$ cat src/include/arls_pkg.sv
// Constants, field layout and state type for the restart / list swap block.
// Assumes an 8-bit register data bus and a single 125 MHz bus clock.
//
// Functional notes
// RL1 - Restart set and idle: fetch top command
// RL2 - Clear restart once first command loaded
// RL3 - Bits set only while converter enabled
// RL4 - Writing zero leaves restart, load-ok unchanged
// RL5 - Writing one to set restart flags overrun
// RL6 - Access field picks bus or internal interface
// RL7 - Internal restart sets bit; repeat is overrun
// RL8 - Trigger mode: restart also sets trigger
// RL9 - Load-ok set: swap lists on restart
// RL10 - Clear load-ok after restart swapped lists
// RL11 - Double-buffer mode off forces load-ok zero
// RL12 - Software sets load-ok with restart together
// RL13 - Writing one never clears set load-ok
// RL14 - Internal load-ready sampled when restart asserts
// RL15 - Restart mode: restart without load-ok errors
// RL16 - No load-ok error on first restart
// RL17 - Restart mode: restart plus trigger errors
// RL18 - Load-ok or trigger+abort need restart set
// RL19 - Clear trigger when first sampling starts
// RL20 - Disable or soft reset clears all
// RL21 - Unselected access source is ignored

package arls_pkg;

  // Register map
  localparam logic [7:0] FLOW_CTRL_OFFSET = 8'h05;
  localparam logic [7:0] FLOW_CTRL_RESET  = 8'h00;

  // Field positions inside conversion_flow_control
  localparam int ABORT_BIT   = 7;
  localparam int TRIGGER_BIT = 6;
  localparam int RESTART_BIT = 5;
  localparam int LOAD_READY_INPUT_BIT  = 4;

  // Access source encodings
  localparam logic [1:0] ACC_NONE     = 2'h0;
  localparam logic [1:0] ACC_DATA_BUS = 2'h1;
  localparam logic [1:0] ACC_INTERNAL = 2'h2;

  typedef enum logic [0:0] {
    ST_IDLE,
    ST_FETCH
  } arls_state_t;

  typedef struct packed {
    arls_state_t st;
    logic        restartBit;
    logic        triggerBit;
    logic        abortBit;
    logic        loadOkBit;
    logic        prevRestartReq;
    logic        prevTriggerReq;
    logic        prevAbortReq;
    logic        prevEnable;
    logic        firstPending;
    logic        abortBeforeRestart;
    logic        swapPending;
    logic        fetchTopCmd;
    logic        swapLists;
    logic        loadOkErr;
    logic        triggerErr;
    logic        restartOverrun;
    logic        triggerOverrun;
    logic        abortOverrun;
    logic [7:0]  rdData;
  } arls_regs_t;

endpackage : arls_pkg

$ cat src/arls_flow_ctrl.sv
// Restart event and command list swap control of the converter flow.
// Assumes converter status inputs and internal requests are on clk.
`timescale 1ns/100ps
`default_nettype none

module arls_flow_ctrl (
  input  wire logic       clk,
  input  wire logic       resetn,
  // Data bus register port
  input  wire logic       busWrEn,
  input  wire logic       busRdEn,
  input  wire logic [7:0] busAddr,
  input  wire logic [7:0] busWrData,
  output logic      [7:0] busRdData,
  // Configuration
  input  wire logic       converterEnable,
  input  wire logic       softReset,
  input  wire logic       stopExit,
  input  wire logic [1:0] access_source_select,
  input  wire logic       list_double_buffer_mode,
  input  wire logic       triggerMode,
  // Internal request interface
  input  wire logic       restartReq,
  input  wire logic       load_ready_input,
  input  wire logic       triggerReq,
  input  wire logic       abortReq,
  // Converter status
  input  wire logic       convIdle,
  input  wire logic       endOfListSeen,
  input  wire logic       firstCmdLoaded,
  input  wire logic       sampleStart,
  input  wire logic       abortDone,
  // Flow outputs
  output logic            restart_event_bit,
  output logic            sequence_trigger_bit,
  output logic            sequence_abort_bit,
  output logic            list_load_ok_bit,
  output logic            fetchTopCmd,
  output logic            swapLists,
  output logic            load_ok_error_flag,
  output logic            trigger_error_flag,
  output logic            restartOverrun,
  output logic            triggerOverrun,
  output logic            abortOverrun
);

  arls_pkg::arls_regs_t s_reg;
  arls_pkg::arls_regs_t s_next;

  ////////////////////////////////////////////////////////////////////////////
  // Request decode

  logic busSel;
  logic intSel;
  logic flowWr;
  logic wrRestart;
  logic wrLoadOk;
  logic wrTrigger;
  logic wrAbort;
  logic restartRise;
  logic triggerRise;
  logic abortRise;
  logic reqRestart;
  logic reqLoadOk;
  logic reqTrigger;
  logic reqAbort;
  logic enableRise;
  logic clearAll;

  always_comb begin
    // RL6 source selection
    busSel = (access_source_select == arls_pkg::ACC_DATA_BUS);
    intSel = (access_source_select == arls_pkg::ACC_INTERNAL);
    flowWr = busWrEn && (busAddr == arls_pkg::FLOW_CTRL_OFFSET);
    // RL4 zeros ignored
    wrRestart = flowWr && busWrData[arls_pkg::RESTART_BIT];
    wrTrigger = flowWr && busWrData[arls_pkg::TRIGGER_BIT];
    wrAbort   = flowWr && busWrData[arls_pkg::ABORT_BIT];
    // RL12 paired write
    wrLoadOk  = wrRestart && busWrData[arls_pkg::LOAD_READY_INPUT_BIT];
    restartRise = restartReq && !s_reg.prevRestartReq;
    triggerRise = triggerReq && !s_reg.prevTriggerReq;
    abortRise   = abortReq && !s_reg.prevAbortReq;
    // RL21 other source ignored
    reqRestart = (busSel && wrRestart) || (intSel && restartRise);
    reqTrigger = (busSel && wrTrigger) || (intSel && triggerRise);
    reqAbort   = (busSel && wrAbort) || (intSel && abortRise);
    // RL14 load-ready sampled
    reqLoadOk  = (busSel && wrLoadOk) ||
                 (intSel && restartRise && load_ready_input);
    enableRise = converterEnable && !s_reg.prevEnable;
    // RL20 disable or soft reset
    clearAll   = !converterEnable || softReset;
  end

  ////////////////////////////////////////////////////////////////////////////
  // Next state

  logic restartSetNow;
  logic abortNow;

  always_comb begin
    s_next = s_reg;
    restartSetNow = 1'b0;
    abortNow = 1'b0;
    s_next.fetchTopCmd    = 1'b0;
    s_next.swapLists      = 1'b0;
    s_next.loadOkErr      = 1'b0;
    s_next.triggerErr     = 1'b0;
    s_next.restartOverrun = 1'b0;
    s_next.triggerOverrun = 1'b0;
    s_next.abortOverrun   = 1'b0;
    s_next.prevRestartReq = restartReq;
    s_next.prevTriggerReq = triggerReq;
    s_next.prevAbortReq   = abortReq;
    s_next.prevEnable     = converterEnable;
    s_next.rdData = 8'h00;
    if (busRdEn && busAddr == arls_pkg::FLOW_CTRL_OFFSET) begin
      s_next.rdData[arls_pkg::ABORT_BIT]   = s_reg.abortBit;
      s_next.rdData[arls_pkg::TRIGGER_BIT] = s_reg.triggerBit;
      s_next.rdData[arls_pkg::RESTART_BIT] = s_reg.restartBit;
      s_next.rdData[arls_pkg::LOAD_READY_INPUT_BIT]  = s_reg.loadOkBit;
    end
    // RL16 first restart exempt
    if (enableRise || stopExit || softReset) begin
      s_next.firstPending = 1'b1;
    end

    // Abort bit: set on request, cleared once the abort completed
    abortNow = reqAbort || s_reg.abortBit;
    if (reqAbort) begin
      if (s_reg.abortBit) begin
        s_next.abortOverrun = 1'b1;
      end
      s_next.abortBit = 1'b1;
    end
    if (abortDone) begin
      s_next.abortBit = 1'b0;
    end

    // RL7 restart request
    if (reqRestart) begin
      if (s_reg.restartBit) begin
        // RL5 overrun, not cleared
        s_next.restartOverrun = 1'b1;
      end else begin
        restartSetNow = 1'b1;
        s_next.restartBit = 1'b1;
        // Remember an abort seen before or with this restart
        s_next.abortBeforeRestart = abortNow;
        // RL8 trigger mode coupling
        if (triggerMode && (endOfListSeen || abortNow)) begin
          s_next.triggerBit = 1'b1;
        end
      end
      // RL9 load-ok marks list ready; RL13 never cleared by write
      if (reqLoadOk) begin
        s_next.loadOkBit = 1'b1;
      end
    end

    // Trigger request; RL18 trigger with abort only alongside restart
    if (reqTrigger) begin
      if (s_reg.triggerBit) begin
        s_next.triggerOverrun = 1'b1;
      end else if (!abortNow || s_next.restartBit) begin
        s_next.triggerBit = 1'b1;
      end
    end

    // RL17 restart mode conflict
    if (!triggerMode && s_next.restartBit && s_next.triggerBit &&
        !(s_reg.restartBit && s_reg.triggerBit)) begin
      s_next.triggerErr = 1'b1;
    end

    // RL19 sampling clears trigger
    if (sampleStart) begin
      s_next.triggerBit = 1'b0;
    end

    unique case (s_reg.st)
      arls_pkg::ST_IDLE: begin
        // RL1 fetch from list top
        if (s_reg.restartBit && convIdle) begin
          s_next.st = arls_pkg::ST_FETCH;
          s_next.fetchTopCmd = 1'b1;
          s_next.firstPending = 1'b0;
          s_next.swapPending = s_reg.loadOkBit;
          // RL9 exchange lists
          s_next.swapLists = s_reg.loadOkBit;
          // RL15 missing load-ok error
          if (!triggerMode && !s_reg.loadOkBit &&
              !s_reg.abortBeforeRestart && !s_reg.firstPending) begin
            s_next.loadOkErr = 1'b1;
          end
        end
      end
      arls_pkg::ST_FETCH: begin
        // RL2 clear after load
        if (firstCmdLoaded) begin
          s_next.st = arls_pkg::ST_IDLE;
          s_next.restartBit = restartSetNow;
          s_next.abortBeforeRestart = 1'b0;
          // RL10 clear after swap; RL18 never left without restart
          if (s_reg.swapPending || !s_next.restartBit) begin
            s_next.loadOkBit = 1'b0;
          end
          s_next.swapPending = 1'b0;
        end
      end
    endcase

    // RL11 single buffer mode
    if (!list_double_buffer_mode) begin
      s_next.loadOkBit = 1'b0;
    end

    // RL3 held clear when disabled
    if (clearAll) begin
      s_next.st = arls_pkg::ST_IDLE;
      s_next.restartBit = 1'b0;
      s_next.triggerBit = 1'b0;
      s_next.abortBit = 1'b0;
      s_next.loadOkBit = 1'b0;
      s_next.swapPending = 1'b0;
      s_next.abortBeforeRestart = 1'b0;
      s_next.fetchTopCmd = 1'b0;
      s_next.swapLists = 1'b0;
      s_next.loadOkErr = 1'b0;
      s_next.triggerErr = 1'b0;
      s_next.restartOverrun = 1'b0;
      s_next.triggerOverrun = 1'b0;
      s_next.abortOverrun = 1'b0;
    end
  end

  ////////////////////////////////////////////////////////////////////////////
  // State register

  // Reset leaves firstPending set so the first restart raises no load-ok error
  always_ff @(posedge clk or negedge resetn) begin
    if (!resetn) begin
      s_reg <= '{st: arls_pkg::ST_IDLE, firstPending: 1'b1,
                 rdData: arls_pkg::FLOW_CTRL_RESET, default: 1'b0};
    end else begin
      s_reg <= s_next;
    end
  end

  ////////////////////////////////////////////////////////////////////////////
  // Outputs, all from flops

  assign busRdData            = s_reg.rdData;
  assign restart_event_bit    = s_reg.restartBit;
  assign sequence_trigger_bit = s_reg.triggerBit;
  assign sequence_abort_bit   = s_reg.abortBit;
  assign list_load_ok_bit     = s_reg.loadOkBit;
  assign fetchTopCmd          = s_reg.fetchTopCmd;
  assign swapLists            = s_reg.swapLists;
  assign load_ok_error_flag   = s_reg.loadOkErr;
  assign trigger_error_flag   = s_reg.triggerErr;
  assign restartOverrun       = s_reg.restartOverrun;
  assign triggerOverrun       = s_reg.triggerOverrun;
  assign abortOverrun         = s_reg.abortOverrun;

endmodule : arls_flow_ctrl

`default_nettype wire

$ cat config.mk
export PLATFORM = sky130hd
export DESIGN_NAME = arls_flow_ctrl
export DESIGN_NICKNAME = d
export VERILOG_FILES = /design/src/include/arls_pkg.sv /design/src/arls_flow_ctrl.sv
export SDC_FILE = /design/constraint.sdc
export NUM_CORES = 1
export LEC_CHECK = 0
export BUFFER_PORTS_ARGS = -buffer_cell sky130_fd_sc_hd__buf_4
export CAP_MARGIN = 25
export CORE_UTILIZATION = 47
export DETAILED_ROUTE_END_ITERATION = 8
export PLACE_DENSITY = 0.9
export SETUP_SLACK_MARGIN = 0.4
export SLEW_MARGIN = 5
export SYNTH_ARGS = -nofsm -noshare
export SYNTH_HDL_FRONTEND = slang
export SYNTH_SLANG_ARGS = --single-unit
$ cat constraint.sdc
create_clock -name clk -period 2.42 [get_ports clk]
set_input_delay 0 -clock clk [delete_from_list [all_inputs] [get_ports clk]]
set_output_delay 0 -clock clk [all_outputs]
set_load 0.02 [all_outputs]
==> impl_metrics.ini, run 1 <==
[status]
status = finished clean

[cts]
cts_inserted_buffers = 3
clock_sinks = 23
clkTransAtPathRegs_ns = 0.12
clock_latency_ns = 0.31
postCtsSetupBuffers = 0
root_buffer = clkbuf_4
cts_tree = yes
cts_max_level = 1
cts-resized-gates = 0
clock_path_buffers = 2

[detailed_routing]
detail_route.first_pass.iterations = 4
highest-signal-layer = met4
met3WireLength_microns = 120
ant_nets = 0
drt_first_iter_violations = 13
wl_per_cell_microns = 13.7
drc = 0
m1WireLength_microns = 958
routed_wl_microns = 2450
vias = 920
wl_met2_microns = 1310
viasPerCell = 5.14

[global_routing]
grt_pass1_wl_microns = 3970
antenna_found_initial = 0
grt_max_degree = 24
grt_remaining_overflow = 0
grt_pass1_vias = 906
track_usage_pct = 22.5

[critical_path]
crit_path_start_kind = primary input
crit_path_end_kind = flip-flop
worstSetupPathType = in2reg
cpPeakStageDelay_ns = 0.53
path_common_cell = a211oi_1
crit_arrival_ns = 1.81
rrSetupSlack_ns = 0.81
worstPathMaxFanout = 4
critPathBufInv = 2
r2r-end = sequence_trigger_bit
worstPathRequired_ns = 2.61
critical-path-top-delay-family = buffers and inverters
crit-reg2reg-launch = s_reg[19]
worstRegToRegCells = 4
cpMaxStageDelayCell = dlygate4sd3_1
crit_chain = dlygate4sd3_1 -> buf_4 -> and4bb_2 -> a211oi_1 -> nor4b_1 -> a211oi_1

[synthesis]
synth.most_common_cell = dfrtp_1
synth_area_leaders = dfrtp_1, buf_4, and3_1
netlist.area_leader.share_pct = 52.2
ys_ff_latch = 23
ys_seq_area_share_pct = 54.7
synth.avg_cell_area_sq_um = 11.2
yosysUniqueCellTypes = 33
yosysWarnings = 0
netlist_instances = 94
synth-edff-count = 0
synth_top_cell_by_area = dfrtp_1
syn-cell-area_sq_um = 1050
synth_commonest_cells = dfrtp_1, a21oi_1, buf_4, nand2_1, and3_1
ys.flop_type = dfrtp_1
async_flop_share_pct = 100

[place]
port_buffers = 46
place.gp.congestion = 0.763
dp_hpwl_microns = 1680

[floorplanning]
core_sq_um = 2040
io_pins = 55
design.die.area_sq_um = 2440
rows = 16
start_util_pct = 51.7
die_w_microns = 49.4
dieHeight_microns = 49.4

[sta]
hold_violations = 0
setup_violations = 0
fin_crit_sh_pct = 66.8
rsz0062_at_grt = no
final-max-slew-violation-count = 0
min_period_ns = 1.62
clock-skew-final_ns = 0.00471
tns_ns = 0
fmax_mhz = 618

[power]
p_total_uw = 662
swShare_pct = 23.2
internal_power_uw = 508
powerDensity_nw_per_um2 = 429
p_seq_share_pct = 59.1
pwr-share-clk_pct = 26.2
leakage_nw = 0.772
power.switching_uw = 154
ir_drop_uv = 311
pwr-share-comb_pct = 14.7

[finish]
antennaDiodeCount = 0
largest_register_ffs = 8
nNetsFinal = 189
drive_above_1_share_pct = 40.8
area_delta_synth_final_pct = 46.1

[min_path]
hold_end = list_load_ok_bit
hp-class = in2reg
min_path_cells = 4
hold_path.startpoint = busWrData[4]

[run]
maxCapViolations = 0
## through the flow
stage	worst slack [ns]	std cells	utilization, %	hold WS [ns]	cell area [sq um]
finish	0.803	179	75.5	0.0547	1540
global placement	0.802	161	67.3	-0.101	1370
CTS	0.822	179	75.5	0.0485	1540
detailed placement	0.763	161	67.3	-0.0946	1370
floorplan	1.01	97	-	-0.296	1070
global route	0.703	179	75.5	0.0672	1540
## power by group through the flow
stage               Clock, mW  Combinational, mW  Sequential (mW)
floorplan                   0             0.0303            0.398
global placement            0             0.0775            0.398
detailed placement          0             0.0794            0.398
CTS                     0.178             0.0966            0.391
global route            0.196              0.105            0.391
finish                  0.174             0.0973            0.391
## placed cells by master (no fill, tap or decap)
cell           netlist  routed
and2b_2              1       1
and4bb_2             2       2
dfstp_2              1       1
nand4bb_2            1       1
nand2b_1             3       3
or2_2                1       1
or4_4                1       1
clkinv_2             0       1
o31ai_1              1       1
a31oi_1              1       1
o21ai_0              1       1
buf_4                8      46
conb_1               1       4
nor3_1               4       4
and3_2               1       1
or2b_2               1       1
or4_1                1       1
nor3b_1              1       1
nor4bb_1             1       1
nand3b_1             1       1
dlygate4sd3_1        0      14
a211oi_1             4       4
a21o_2               1       1
inv_1                1       1
nand2_1              8       8
o21a_1               1       1
nor2_1               4       4
dfrtp_1             22      22
a21o_4               1       1
clkbuf_4             0       3
nor4b_1              1       1
a21oi_1              8       8
and3_1               7       7
nand3_1              2       2
nor3_4               1       1
## worst register-to-register path: stages, from the launching register on
cell and delay (ns):
dfrtp_1 0.33, and4bb_2 0.24, a211oi_1 0.41, nor4b_1 0.40, a211oi_1 0.11
## final cells by class
type / instances / area, sq um
Multi-Input combinational cell: 64 / 414
Clock inverter: 1 / 5.00
Tap cell: 27 / 33.8
Timing Repair Buffer: 60 / 485
Sequential cell: 23 / 577
Clock buffer: 3 / 22.5
Inverter: 1 / 3.75
Fill cell: 146 / 500
## worst max-delay path by stage
stage | startpoint | cells after the start | endpoint
2_1_floorplan | busAddr[5] | 5 | sequence_trigger_bit
3_3_place_gp | busAddr[5] | 6 | trigger_error_flag
3_5_place_dp | busAddr[5] | 6 | sequence_trigger_bit
4_1_cts | abortReq | 6 | sequence_trigger_bit
5_1_grt | s_reg[19] | 4 | trigger_error_flag
6_report | abortReq | 6 | sequence_trigger_bit
## layer usage
metal | vias to the layer above | track usage [%]
li1 | 442 | -
met1 | 425 | 25.3
met2 | 45 | 40.4
met3 | 8 | 3.74
met4 | 0 | 11.9
met5 | - | 0
## cell families (layout without fill, tap and decap cells)
logic type,after synthesis,count (layout),share of synthesized area (%)
AO/OA/AOI/OAI,18,18,11.4
buffers and inverters,10,65,7.12
flip-flops,23,23,54.7
other,1,4,0.356
AND/OR/NAND/NOR,42,42,26.5
## repair_timing
item / in CTS / in global routing
hold buffers: 14 / 0
endpoints found under the setup margin: 0 / 0
endpoints found under the hold margin: 39 / 0
(Power assumes the default switching activity.)
==> run 2, diff against run 1 <==
Settings changed: CORE_UTILIZATION 47 to 44, PLACE_DENSITY 0.9 to 0.85.
Clock period 2.42 ns to 1.6 ns, I/O delays scaled along.
==> impl_metrics.ini, run 2 (synthesized netlist as in run 1, its figures left out) <==
[global_routing]
busiest_layer = met2
grtUsageMet1_pct = 27.5
use_met3_pct = 2.38
use_met2_pct = 39.7
grt_pass1_wl_microns = 4240
grt_max_degree = 24
antenna_found_initial = 0
grt_remaining_overflow = 0
track_usage_pct = 22.9
grt_pass1_vias = 938

[critical_path]
critPathBufInv = 0
crit_path_end_kind = flip-flop
critical-path-top-delay-family = simple AND/OR/NAND/NOR gates
cpPeakStageDelay_ns = 0.34
worstSetupPathType = reg2reg
rrSetupSlack_ns = 0.22
crit_path_start_kind = flip-flop
crit_chain = and4bb_2 -> a211oi_4 -> nor4b_4 -> a211oi_2
worstPathMaxFanout = 4
crit_arrival_ns = 1.60
worstPathRequired_ns = 1.82
cpMaxStageDelayCell = dfrtp_1

[detailed_routing]
vias = 967
viasPerCell = 5.23
ant_nets = 0
wl_per_cell_microns = 15.4
drt_first_iter_violations = 33
detail_route.first_pass.iterations = 4
drc = 0
routed_wl_microns = 2850

[finish]
final_cell_mix = buf_4, dfrtp_1, dlygate4sd3_1
utilization_pct = 74.4
fillers = 144
area_delta_synth_final_pct = 57.5
nNetsFinal = 194
layout_commonest_cell = buf_4
largest_register_ffs = 8
drive_above_1_share_pct = 50.3
antennaDiodeCount = 0

[power]
powerDensity_nw_per_um2 = 635
leakage_nw = 0.828
internal_power_uw = 780
p_seq_share_pct = 56.1
power.switching_uw = 276
swShare_pct = 26.1
pwr-share-comb_pct = 15.8
pwr-share-clk_pct = 28.1
ir_drop_uv = 478

[min_path]
hp-class = in2reg

[floorplanning]
dieHeight_microns = 51.0
rows = 17
die_w_microns = 51.0
core_sq_um = 2230
design.die.area_sq_um = 2600
start_util_pct = 47.2
io_pins = 55

[place]
post-place-ws_ns = 0.00276
place.gp.congestion = 0.760
dp_hpwl_microns = 1850
port_buffers = 46

[sta]
rsz0062_at_grt = yes
setup_violations = 0
min_period_ns = 1.38
tns_ns = 0
fin_ws_ns = 0.224
hold_violations = 0
clock-skew-final_ns = 0.0123
fin_crit_sh_pct = 86.0
final-max-slew-violation-count = 0
fmax_mhz = 727

[cts]
cts_inserted_buffers = 3
clock_latency_ns = 0.34
clkTransAtPathRegs_ns = 0.14
root_buffer = clkbuf_4
cts_tree = yes
cts_max_level = 1
clock_path_buffers = 2
clock_sinks = 23

[status]
status = finished clean

[run]
maxCapViolations = 0
[run 2: routing by layer]
metal	vias to the layer above	wire length, microns
li1	450	-
met1	466	1160
met2	42	1460
met3	9	155
met4	0	72
met5	-	0
[run 2: area by class of cell]
type	instances	area (sq um)	area share (%)
Sequential cell	23	578	34.8
Timing Repair Buffer	65	523	31.5
Multi-Input combinational cell	64	494	29.7
Tap cell	28	35.0	2.11
Clock buffer	3	22.5	1.36
Clock inverter	1	5.00	0.301
Inverter	1	3.75	0.226
[run 2: final timing paths]
path | start | to | cells past startpoint
worst min register to register | s_reg[18] | s_reg[17] | 2
worst max-delay path | s_reg[19] | sequence_trigger_bit | 4
min in group asynchronous | resetn | busRdData[5] | 2
worst max register to register | s_reg[19] | sequence_trigger_bit | 4
worst min-delay path | busWrData[5] | list_load_ok_bit | 4
max in group asynchronous | resetn | s_reg[17] | 2
[run 2: worst min-delay path, cell delays in order]
cell and delay, ns:
buf_4 0.12, nand3_1 0.06, a21oi_1 0.06, o21a_1 0.09
[run 2: what timing repair did]
| item | 4_1_cts | 5_1_grt |
|---|---|---|
| hold buffers | 14 | 0 |
| endpoints found under the setup margin | 6 | 8 |
| setup buffers | 1 | 3 |
| pin swaps | 5 | 2 |
| endpoints found under the hold margin | 39 | 0 |
| resized for setup | 7 | 4 |
[run 2: power by group through the flow]
stage	clock network [mW]	logic, mW	registers (mW)
global route	0.304	0.180	0.593
CTS	0.283	0.161	0.592
detailed placement	0	0.124	0.602
global placement	0	0.120	0.602
finish	0.296	0.167	0.592
floorplan	0	0.0473	0.602
[run 2: through the flow]
step / hold WS [ns] / area (sq um) / std cells / power, mW
after floorplan: -0.296 / 1080 / 97 / 0.649
after global placement: -0.0992 / 1400 / 163 / 0.722
after detailed placement: -0.0982 / 1400 / 163 / 0.726
after CTS: 0.0304 / 1620 / 182 / 1.04
after global routing: 0.0516 / 1660 / 185 / 1.08
final: 0.0161 / 1660 / 185 / 1.06
==> run 3, diff against run 2 <==
Settings changed: PLACE_DENSITY 0.85 to 0.78.
==> impl_metrics.ini, run 3 (synthesized netlist as in run 1, its figures left out) <==
[sta]
fin_crit_sh_pct = 84.7
min_period_ns = 1.35
tns_ns = 0
clock-skew-final_ns = 0.0125
fmax_mhz = 738
final-max-slew-violation-count = 0
hold_violations = 0
rsz0062_at_grt = yes
setup_violations = 0
fin_ws_ns = 0.245

[cts]
clock_sinks = 23
clkTransAtPathRegs_ns = 0.13
clock_latency_ns = 0.32
cts_max_level = 1
cts_tree = yes
clock_path_buffers = 2
cts_inserted_buffers = 3
root_buffer = clkbuf_4

[global_routing]
busiest_layer = met2
grt_max_degree = 24
track_usage_pct = 22.7
use_met2_pct = 40.1
grtUsageMet1_pct = 27.6
grt_pass1_vias = 946
grt_pass1_wl_microns = 4270
grt_remaining_overflow = 0
use_met3_pct = 3.57
antenna_found_initial = 0

[floorplanning]
die_w_microns = 51.0
io_pins = 55
design.die.area_sq_um = 2600
start_util_pct = 47.2
core_sq_um = 2230
dieHeight_microns = 51.0
rows = 17

[detailed_routing]
detail_route.first_pass.iterations = 5
vias = 982
ant_nets = 0
viasPerCell = 5.31
routed_wl_microns = 2810
drt_first_iter_violations = 36
wl_per_cell_microns = 15.2
drc = 0

[finish]
drive_above_1_share_pct = 50.3
fillers = 144
area_delta_synth_final_pct = 59.0
final_cell_mix = buf_4, dfrtp_1, dlygate4sd3_1
layout_commonest_cell = buf_4
antennaDiodeCount = 0
nNetsFinal = 194
largest_register_ffs = 8

[critical_path]
worstPathRequired_ns = 1.84
worstPathMaxFanout = 7
crit_arrival_ns = 1.60
worstSetupPathType = reg2reg
crit_path_start_kind = flip-flop
crit_path_end_kind = flip-flop

[run]
maxCapViolations = 0

[status]
status = finished clean

[power]
ir_drop_uv = 421
leakage_nw = 0.825
powerDensity_nw_per_um2 = 614

[min_path]
hp-class = in2reg

[place]
post-place-ws_ns = -0.00720
dp_hpwl_microns = 1760
place.gp.congestion = 0.737
port_buffers = 46
run 3: cell types whose count changed in the layout (fill, tap and decap cells not counted):
cell / change
buf_12: +1
buf_4: -1
clkbuf_1: +1
clkinv_2: -1
dfrtp_1: -1
dfrtp_2: +1
nand2_1: +1
nand2_2: -1
nor3_1: -1
nor3_2: +1
run 3: routing by layer:
layer | vias up | share of wire, %
li1 | 451 | -
met5 | - | 0
met4 | 0 | 1.8
met1 | 482 | 41
met2 | 43 | 53
met3 | 6 | 4.8
run 3: worst max-delay path: stages (launching register included):
cell and delay (ns):
dfrtp_1 0.44, nor4bb_4 0.33, a21o_4 0.16, a31oi_2 0.12
a211oi_2 0.23
run 3: metrics by stage:
step | std cells | hold slack (ns) | utilization, % | total power [mW] | area (sq um)
after floorplan | 97 | -0.296 | - | 0.649 | 1080
after global placement | 162 | -0.0989 | 62.4 | 0.722 | 1390
after detailed placement | 162 | -0.0943 | 62.4 | 0.724 | 1390
after CTS | 183 | 0.0465 | 72.7 | 1.02 | 1620
after global routing | 185 | 0.0429 | 75.1 | 1.07 | 1680
final | 185 | 0.0471 | 75.1 | 1.03 | 1680
run 3: layout make-up:
cell class                      instances  area [sq um]  share of cell area (%)
Sequential cell                        23           579                    34.6
Timing Repair Buffer                   65           536                    31.9
Multi-Input combinational cell         64           497                    29.6
Tap cell                               28          35.0                    2.09
Clock buffer                            4          26.3                    1.57
Inverter                                1          3.75                   0.224
run 3: worst paths after layout:
| kind | from | to | slack (ns) | depth (start not counted) |
|---|---|---|---|---|
| setup / recovery | s_reg[21] | trigger_error_flag | 0.25 | 4 |
| hold / removal | endOfListSeen | trigger_error_flag | 0.05 | 3 |
| setup reg to reg | s_reg[21] | trigger_error_flag | 0.25 | 4 |
| hold reg to reg | s_reg[18] | s_reg[17] | 0.47 | 2 |
| max in group asynchronous | resetn | s_reg[17] | 1.22 | 2 |
| min in group asynchronous | resetn | busRdData[6] | 0.09 | 2 |
run 3: report_power, final:
group / total (mW) / internal (mW) / leakage [nW] / switching (mW)
registers: 0.592 / 0.588 / 0.305 / 0.00394
logic: 0.167 / 0.0981 / 0.505 / 0.0689
clock network: 0.271 / 0.0974 / 0.0150 / 0.173
total: 1.03 / 0.784 / 0.825 / 0.246
run 3: what timing repair did:
item                                    CTS  global route
resized for setup                         7             5
buffers inserted                          3             2
cloned                                    0             0
hold buffers                             14             0
endpoints found under the setup margin    6             8
pin swaps                                 4             4
endpoints found under the hold margin    39             0
